### config.mk
export PLATFORM = sky130hd
export DESIGN_NAME = fid_feature_id_read
export DESIGN_NICKNAME = d
export VERILOG_FILES = /design/src/pkg/fid_pkg.sv /design/src/pkg/fid_chk_if.sv /design/src/core/fid_access_check.sv /design/src/core/fid_feature_id_read.sv
export SDC_FILE = /design/constraint.sdc
export NUM_CORES = 1
export LEC_CHECK = 0
export ABC_AREA = 1
export BUFFER_PORTS_ARGS = -buffer_cell sky130_fd_sc_hd__buf_2
export CAP_MARGIN = 20
export CORE_AREA = 5 5 59 61
export CTS_BUF_LIST = sky130_fd_sc_hd__clkbuf_2
export DETAILED_ROUTE_END_ITERATION = 8
export DIE_AREA = 0 0 64 66
export PLACE_DENSITY = 0.83
export SETUP_SLACK_MARGIN = 0.05
export SYNTH_ARGS = -nofsm -noshare
export SYNTH_HDL_FRONTEND = slang
export SYNTH_SLANG_ARGS = --single-unit
### constraint.sdc
create_clock -name i_mclk -period 0.8 [get_ports i_mclk]
set_clock_uncertainty 0.1 [all_clocks]
set_input_delay 0.08 -clock i_mclk [delete_from_list [all_inputs] [get_ports i_mclk]]
set_output_delay 0.08 -clock i_mclk [all_outputs]
set_load 0.02 [all_outputs]
### src/pkg/fid_pkg.sv
// Purpose: Constants and types for the feature identification read block.
// Assumes: One core clock; reads arrive from the core's execution path.
// Notes: Field values are build options and never change after build.
// ============================================================
package fid_pkg;

  // ============================================================
  // Privilege levels and trap syndrome.
  localparam logic [1:0] FID_EL_USER = 2'h0;
  localparam logic [1:0] FID_EL_KERNEL = 2'h1;
  localparam logic [1:0] FID_EL_HYP = 2'h2;
  localparam logic [1:0] FID_EL_MON = 2'h3;
  localparam logic [5:0] FID_SYNDROME_SYSREG = 6'h18;

  // ============================================================
  // System register encodings; both registers share all but op2.
  localparam logic [1:0] FID_OP0 = 2'h3;
  localparam logic [2:0] FID_OP1 = 3'h0;
  localparam logic [3:0] FID_CRN = 4'h0;
  localparam logic [3:0] FID_CRM = 4'h4;
  localparam logic [2:0] FID_OP2_PROC_ONE = 3'h1;
  localparam logic [2:0] FID_OP2_VEC_ZERO = 3'h4;

  // ============================================================
  // Field layout of the vector feature register, lowest bit of each.
  localparam int FID_NUM_VEC_FIELDS = 9;
  // One field a line, so that each position carries its own rule.
  localparam int FID_VEC_LSB [FID_NUM_VEC_FIELDS] =
    '{56,
      52,
      44,
      40,
      32,
      20,
      16,
      4,
      0};
  // Allowed codes per field: bit n set means code n may be reported.
  localparam logic [15:0] FID_VEC_ALLOWED [FID_NUM_VEC_FIELDS] =
    '{16'h0003, 16'h0003, 16'h0003, 16'h0003, 16'h0003,
      16'h0007, 16'h0003, 16'h0005, 16'h0003};
  // Build-time field codes, in the same order as the layout above.
  localparam logic [3:0] FID_VEC_DEFAULT [FID_NUM_VEC_FIELDS] =
    '{4'h1, 4'h1, 4'h1, 4'h0, 4'h0, 4'h1, 4'h0, 4'h2, 4'h1};
  localparam logic [63:0] FID_VEC_RES0_MASK = 64'hF00F_00F0_FF00_FF00;
  localparam int FID_AES_IDX = 7;

  // ============================================================
  // Processor feature register one: branch target field.
  localparam int FID_BT_LSB = 0;
  localparam logic [15:0] FID_BT_ALLOWED = 16'h0003;
  localparam logic [3:0] FID_BT_DEFAULT = 4'h1;
  localparam logic [59:0] FID_PROC_UPPER_DEFAULT = 60'h0;

  // ============================================================
  // Outcome of an access check.
  typedef enum logic [1:0]
  {
    FID_OUT_DATA = 2'b00,
    FID_OUT_TRAP = 2'b01,
    FID_OUT_UNDEF = 2'b10
  } fid_outcome_type;

endpackage : fid_pkg

### src/pkg/fid_chk_if.sv
// Purpose: Carries one read's context to the access checker and back.
// Assumes: Purely combinational traffic within one clock cycle.
// Notes: The top drives the context, the checker returns the verdict.
interface fid_chk_if;
  logic [1:0] level;
  logic el2_enabled;
  logic trap_general;
  logic group3_trap;
  logic id_space_trap;
  logic vec_trappable;
  logic is_proc_one;
  fid_pkg::fid_outcome_type outcome;
  logic [1:0] target_level;

  modport top
  (
    output level, el2_enabled, trap_general, group3_trap, id_space_trap,
    output vec_trappable, is_proc_one,
    input outcome, target_level
  );
  modport chk
  (
    input level, el2_enabled, trap_general, group3_trap, id_space_trap,
    input vec_trappable, is_proc_one,
    output outcome, target_level
  );
endinterface : fid_chk_if

### src/core/fid_access_check.sv
// Purpose: Decides whether an identification read returns data or traps.
// Assumes: Context is stable within the cycle it is presented.
// Notes: Purely combinational; the top registers the verdict.
module fid_access_check
(
  // Context in, verdict out.
  fid_chk_if.chk chk
);

  // Privilege-dependent trap decision for both registers.
  always_comb
  begin
    chk.outcome = fid_pkg::FID_OUT_DATA;
    chk.target_level = fid_pkg::FID_EL_KERNEL;
    case (chk.level)
      fid_pkg::FID_EL_USER:
      begin
        if (chk.id_space_trap)
        begin
          chk.outcome = fid_pkg::FID_OUT_TRAP;
          if (chk.el2_enabled && chk.trap_general)
            chk.target_level = fid_pkg::FID_EL_HYP;
        end
        else
          chk.outcome = fid_pkg::FID_OUT_UNDEF;
      end
      fid_pkg::FID_EL_KERNEL:
      begin
        // The vector register only traps when the top marks it trappable.
        if (chk.el2_enabled && chk.group3_trap &&
            (chk.is_proc_one || chk.vec_trappable))
        begin
          chk.outcome = fid_pkg::FID_OUT_TRAP;
          chk.target_level = fid_pkg::FID_EL_HYP;
        end
      end
      default:
        chk.outcome = fid_pkg::FID_OUT_DATA;
    endcase
  end

endmodule : fid_access_check

### src/core/fid_feature_id_read.sv
// Purpose: Read-only feature identification registers with trap checks.
// Assumes: Requests come from core logic on i_mclk, so they are not
//   resynchronised; one request per cycle at most.
// Notes: Answers arrive one cycle after the request as a done pulse.
module fid_feature_id_read
#(
  parameter logic [3:0] P_BRANCH_TARGET = fid_pkg::FID_BT_DEFAULT,
  parameter logic [59:0] P_PROC_UPPER = fid_pkg::FID_PROC_UPPER_DEFAULT,
  parameter logic [3:0] P_VEC_FIELD [fid_pkg::FID_NUM_VEC_FIELDS] =
    fid_pkg::FID_VEC_DEFAULT,
  parameter bit P_VEC_REG_NAMED = 1'b1,
  parameter bit P_ID_SPACE_TRAP = 1'b1,
  parameter bit P_FINE_GRAINED_TRAP = 1'b0,
  parameter bit P_VEC_TRAP_OPTION = 1'b0,
  parameter bit P_STANDALONE_VECTOR = 1'b0,
  parameter bit P_MATRIX_EXT = 1'b1
)
(
  // Clock and reset.
  input wire logic i_mclk,
  input wire logic i_rst_b,
  // System register read request.
  input wire logic i_rd_valid,
  input wire logic [1:0] i_op0,
  input wire logic [2:0] i_op1,
  input wire logic [3:0] i_crn,
  input wire logic [3:0] i_crm,
  input wire logic [2:0] i_op2,
  // Processor state and hypervisor controls.
  input wire logic [1:0] i_current_privilege_level,
  input wire logic i_el2_enabled,
  input wire logic i_hyp_trap_general_exceptions,
  input wire logic i_hyp_id_group3_trap,
  // Vector instruction gating request.
  input wire logic i_vec_insn_valid,
  input wire logic i_streaming_mode,
  input wire logic i_vec_insn_streaming_legal,
  // Read answer.
  output logic o_rd_done,
  output logic o_rd_hit,
  output logic [63:0] o_rd_data,
  output logic o_trap,
  output logic [1:0] o_trap_level,
  output logic [5:0] o_syndrome_class,
  output logic o_undefined,
  // Vector instruction gating answer.
  output logic o_vec_insn_allow
);

  // ============================================================
  // Reset synchroniser.
  logic rst_meta_b;
  logic rst_b;

  // Release is synchronised; assertion is still immediate.
  always_ff @(posedge i_mclk or negedge i_rst_b)
  begin
    if (!i_rst_b)
    begin
      rst_meta_b <= 1'b0;
      rst_b <= 1'b0;
    end
    else
    begin
      rst_meta_b <= 1'b1;
      rst_b <= rst_meta_b;
    end
  end

  // ============================================================
  // Register contents, built from parameters only.
  logic [3:0] branch_target_support;
  logic [63:0] processor_feature_id_one;
  logic [63:0] vec_fields;
  logic [63:0] vector_feature_id_zero;
  logic [3:0] vec_code [fid_pkg::FID_NUM_VEC_FIELDS];

  // A reserved build value is reported as absent rather than guessed.
  assign branch_target_support =
    fid_pkg::FID_BT_ALLOWED[P_BRANCH_TARGET] ? P_BRANCH_TARGET : 4'h0;
  assign processor_feature_id_one =
    {P_PROC_UPPER, branch_target_support};

  // Each field is legalised against its allowed set of codes.
  genvar gi;
  generate
    for (gi = 0; gi < fid_pkg::FID_NUM_VEC_FIELDS; gi++)
    begin : g_vec_field
      // Rounds-only cipher code is never reported; it drops to absent.
      assign vec_code[gi] =
        fid_pkg::FID_VEC_ALLOWED[gi][P_VEC_FIELD[gi]] ?
        P_VEC_FIELD[gi] : 4'h0;
      assign vec_fields[fid_pkg::FID_VEC_LSB[gi] +: 4] =
        vec_code[gi];
    end
  endgenerate

  // Bits outside the listed fields are reserved and read zero.
  assign vec_fields[63:60] = 4'h0;
  assign vec_fields[51:48] = 4'h0;
  assign vec_fields[39:36] = 4'h0;
  assign vec_fields[31:24] = 8'h00;
  assign vec_fields[15:8] = 8'h00;

  // An older build leaves the location unnamed and all zero.
  assign vector_feature_id_zero =
    P_VEC_REG_NAMED ? vec_fields : 64'h0;

  // ============================================================
  // Request decode.
  logic enc_common;
  logic hit_proc_one;
  logic hit_vec_zero;
  logic hit;

  // Both registers share all fields except op2.
  assign enc_common = (i_op0 == fid_pkg::FID_OP0) &&
    (i_op1 == fid_pkg::FID_OP1) && (i_crn == fid_pkg::FID_CRN) &&
    (i_crm == fid_pkg::FID_CRM);
  assign hit_proc_one = enc_common &&
    (i_op2 == fid_pkg::FID_OP2_PROC_ONE);
  assign hit_vec_zero = enc_common &&
    (i_op2 == fid_pkg::FID_OP2_VEC_ZERO);
  assign hit = hit_proc_one || hit_vec_zero;

  // ============================================================
  // Access check.
  fid_chk_if chk_bus ();

  // The vector register is trappable when it is nonzero, or when fine-grained trapping or the vector trap option is built in.
  assign chk_bus.level = i_current_privilege_level;
  assign chk_bus.el2_enabled = i_el2_enabled;
  assign chk_bus.trap_general = i_hyp_trap_general_exceptions;
  assign chk_bus.group3_trap = i_hyp_id_group3_trap;
  assign chk_bus.id_space_trap = P_ID_SPACE_TRAP;
  assign chk_bus.vec_trappable = P_FINE_GRAINED_TRAP ||
    (vector_feature_id_zero != 64'h0) || P_VEC_TRAP_OPTION;
  assign chk_bus.is_proc_one = hit_proc_one;

  fid_access_check u_check
  (
    .chk(chk_bus)
  );

  // ============================================================
  // Answer registers.
  logic [63:0] next_rd_data;

  // Selected register value; there is no write path at all.
  always_comb
  begin
    next_rd_data = 64'h0;
    if (hit_proc_one)
      next_rd_data = processor_feature_id_one;
    else if (hit_vec_zero)
      next_rd_data = vector_feature_id_zero;
  end

  // Completion flag pulses for one cycle after each request, the hit flag only after a mapped one.
  always_ff @(posedge i_mclk or negedge rst_b)
  begin
    if (!rst_b)
    begin
      o_rd_done <= 1'b0;
      o_rd_hit <= 1'b0;
    end
    else
    begin
      o_rd_done <= i_rd_valid;
      o_rd_hit <= i_rd_valid && hit;
    end
  end

  // Verdict and data; data is withheld on a trap or undefined read.
  always_ff @(posedge i_mclk or negedge rst_b)
  begin
    if (!rst_b)
    begin
      o_rd_data <= 64'h0;
      o_trap <= 1'b0;
      o_trap_level <= 2'h0;
      o_syndrome_class <= 6'h00;
      o_undefined <= 1'b0;
    end
    else
    begin
      o_rd_data <= 64'h0;
      o_trap <= 1'b0;
      o_trap_level <= 2'h0;
      o_syndrome_class <= 6'h00;
      o_undefined <= 1'b0;
      if (i_rd_valid && hit)
      begin
        case (chk_bus.outcome)
          fid_pkg::FID_OUT_DATA:
            o_rd_data <= next_rd_data;
          fid_pkg::FID_OUT_TRAP:
          begin
            o_trap <= 1'b1;
            o_trap_level <= chk_bus.target_level;
            o_syndrome_class <= fid_pkg::FID_SYNDROME_SYSREG;
          end
          fid_pkg::FID_OUT_UNDEF:
            o_undefined <= 1'b1;
          default:
            o_undefined <= 1'b1;
        endcase
      end
    end
  end

  // ============================================================
  // Vector instruction gating.
  // Without a standalone vector unit only streaming-legal ops may run.
  always_ff @(posedge i_mclk or negedge rst_b)
  begin
    if (!rst_b)
      o_vec_insn_allow <= 1'b0;
    else
      o_vec_insn_allow <= i_vec_insn_valid && (P_STANDALONE_VECTOR ||
        (P_MATRIX_EXT && i_streaming_mode &&
         i_vec_insn_streaming_legal));
  end
endmodule : fid_feature_id_read

==> flow_summary.ini <==
[synth]
synthCells = 123
ys_top_cells_by_area = buf_4, dfrtp_1, nor2_1
postSynthAreaPerCell_um2 = 7.812
synth_edf_count = 0
synthMostInstantiatedCell = buf_4
yosys.area.top_type = buf_4
yosys_warnings = 0
syn_area_um2 = 960.9
yosysSeqAreaShare_pct = 26.04
synth_cell_type_count = 13
synth_ff_type = dfrtp_1
ys_ff_latch = 10
ys_top_cells_by_count = buf_4, nor2_1, dfrtp_1, nand2_1, inv_1
synthArstFlopShare_pct = 100.0
yosysTopAreaCellShare_pct = 53.91

[placed_design]
numPortBuffers = 40
place_inst = 190
place_area_um2 = 927.1
gp_congestion = 0.7004
dpl.hpwl_um = 1451

[setup_path]
crit_fanout = 5
reg2reg_to = rst_b$_DFF_PN0_
critPathKind = register to primary output
cp-end-kind = primary output
crit_family = flip-flops
ff2ff_path_depth = 0
crit_path_top_delay_cell = dfrtp_2
required_ns = 0.62
slowest_delay_ns = 0.42
cp.arrival_ns = 0.81
timing.rr.start = rst_meta_b$_DFF_PN0_
crit_buf_inv = 1
crit_path_start_kind = register
r2r_setup_slack_ns = 0.22
path_cells = buf_2

[timing]
maxClockFrequency_mhz = 1006
hold_viol_final = 3
fin_crit_ns = 0.9942
final.period_utilization_pct = 124.3
final-setup-viol-count = 14
setup_ws_ns = -0.1942
grt_setup_unrepaired = yes
drv_slew = 0
hold-worst-slack_ns = -0.04688

[floorplanning]
die_y_um = 66
initial_utilization_pct = 32.82
dieArea_um2 = 4224
num_rows = 20
io-pin-count = 104
die_w_um = 64
core_um2 = 2928

[cts]
cts-root-buf = clkbuf_2
path_clk_slew_ns = 0.08
cts.path.max_buffers = 2
cts_tree = yes
cts_hold_buf = 1
cts_sinks = 10
h-tree-depth = 1
insertion_delay_ns = 0.23
cts_buffers = 3

[route]
dr.pass1.iters = 3
drcViolationCount = 0
post_drt_wl_per_cell_um = 7.903
first_iter_violations = 8
via_per_inst = 3.328
ant_nets = 0
wl_um = 1541
via_count = 649

[power_and_ir_drop]
powerDensity_nw_per_um2 = 1157
vdd.ir_drop.worst_mv = 0.5679
total_power_w = 0.001186
p_leak_nw = 0.6362

[hold_path]
min_to = o_rd_done$_DFF_PN0_
hold_depth = 2
hold_path_class = primary input to register
hold_path.startpoint = i_rd_valid

[grt]
grt-ovfl-total = 0
grt_pass1_vias = 532
grtUsageTotal_pct = 5.880
grt_max_degree = 9
grt_pass1_wl_um = 1945
antenna_found_initial = 0

[status]
violations = hold timing, setup timing
status = finished with violations

[final_layout]
drive_gt1_share_pct = 31.48
antenna_cells = 0
n_fill_cell = 311
layout.nets = 190
area_growth_pct = 6.640
finalInstanceArea_um2 = 1025
instances_no_fill = 195

[job]
cap_violations = 0
routing by layer:
layer	up-vias	wire (µm)	GRT usage, %
met5	-	0	0
met4	0	26	5.455
met3	2	283	0.5102
met2	57	862	11.06
met1	275	369	5.492
li1	315	-	-
where the power goes:
part | internal [W] | total, W | switching, W
combinational | 0.0000792 | 0.000407 | 0.000328
sequential | 0.000514 | 0.000524 | 0.00000916
clock | 0.000109 | 0.000255 | 0.000147
cell families after synthesis:
logic type / after synthesis / share of synthesized area (%)
xor+xnor: 2 / 1.823
other cells: 2 / 0.7815
flops: 10 / 26.04
simple gates: 31 / 13.80
compound gates: 1 / 0.5203
buf+inv: 77 / 57.03
layout by cell type, fill, tap and decap left out, types with 2 or more instances in the layout:
cell      synthesis  routed
dfrtp_1          10       8
inv_1             8       8
dfrtp_2           0       2
clkbuf_2          0       3
nand2_1          10      10
buf_2             0      31
nor2_2            0       3
buf_6             0       9
nor3_1            5       4
conb_1            2      64
nor2_1           13      10
flip-flops by register name, indices dropped and copies added (netlist names):
| signal | flops |
|---|---|
| o_rd_hit | 1 |
| o_trap_level | 2 |
| o_vec_insn_allow | 1 |
| o_rd_data | 2 |
| o_syndrome_class | 1 |
| rst_meta_b | 1 |
| o_rd_done | 1 |
| rst_b | 1 |
timing repair:
| action | CTS | global route |
|---|---|---|
| setup endpoints to repair | 14 | 18 |
| hold endpoints to repair | 5 | 3 |
| buffers inserted | 0 | 0 |
| gates cloned | 0 | 0 |
| gates resized for setup | 14 | 8 |
final cells by class:
| class | count | area (µm²) | share of cell area (%) |
|---|---|---|---|
| Tap cell | 33 | 41.29 | 4.029 |
| Timing Repair Buffer | 42 | 274.0 | 26.74 |
| Inverter | 8 | 30.03 | 2.930 |
| Sequential cell | 10 | 252.7 | 24.66 |
| Clock inverter | 1 | 3.754 | 0.3663 |
| Clock buffer | 3 | 15.01 | 1.465 |
| Multi-Input combinational cell | 98 | 407.9 | 39.80 |
worst max path at each step:
stage                                  startpoint                            end  slack [ns]  cells after the start
after floorplan           o_rd_data[52]$_DFF_PN0_                  o_rd_data[20]       0.001                      1
after global placement                   i_crn[3]      o_trap_level[0]$_DFF_PN0_       -0.18                      6
after detailed placement                 i_crn[1]  o_syndrome_class[3]$_DFF_PN0_       -0.18                      6
after CTS                 o_rd_data[52]$_DFF_PN0_                   o_rd_data[5]       -0.22                      1
after global routing      o_rd_data[52]$_DFF_PN0_                  o_rd_data[56]       -0.27                      1
final                     o_rd_data[52]$_DFF_PN0_                  o_rd_data[44]       -0.19                      1
per-stage QoR:
stage	util (%)	hold WS [ns]	setup TNS, ns	worst slack (ns)
CTS	34.15	-0.06117	-2.521	-0.2155
floorplan	-	-0.3156	0	0.001450
finish	35.00	-0.04688	-2.292	-0.1942
detailed placement	31.67	-0.2333	-0.8339	-0.1767
global route	35.00	-0.08008	-3.115	-0.2692
global placement	31.67	-0.2347	-0.7879	-0.1757
Power figures use the tool's default switching activity.
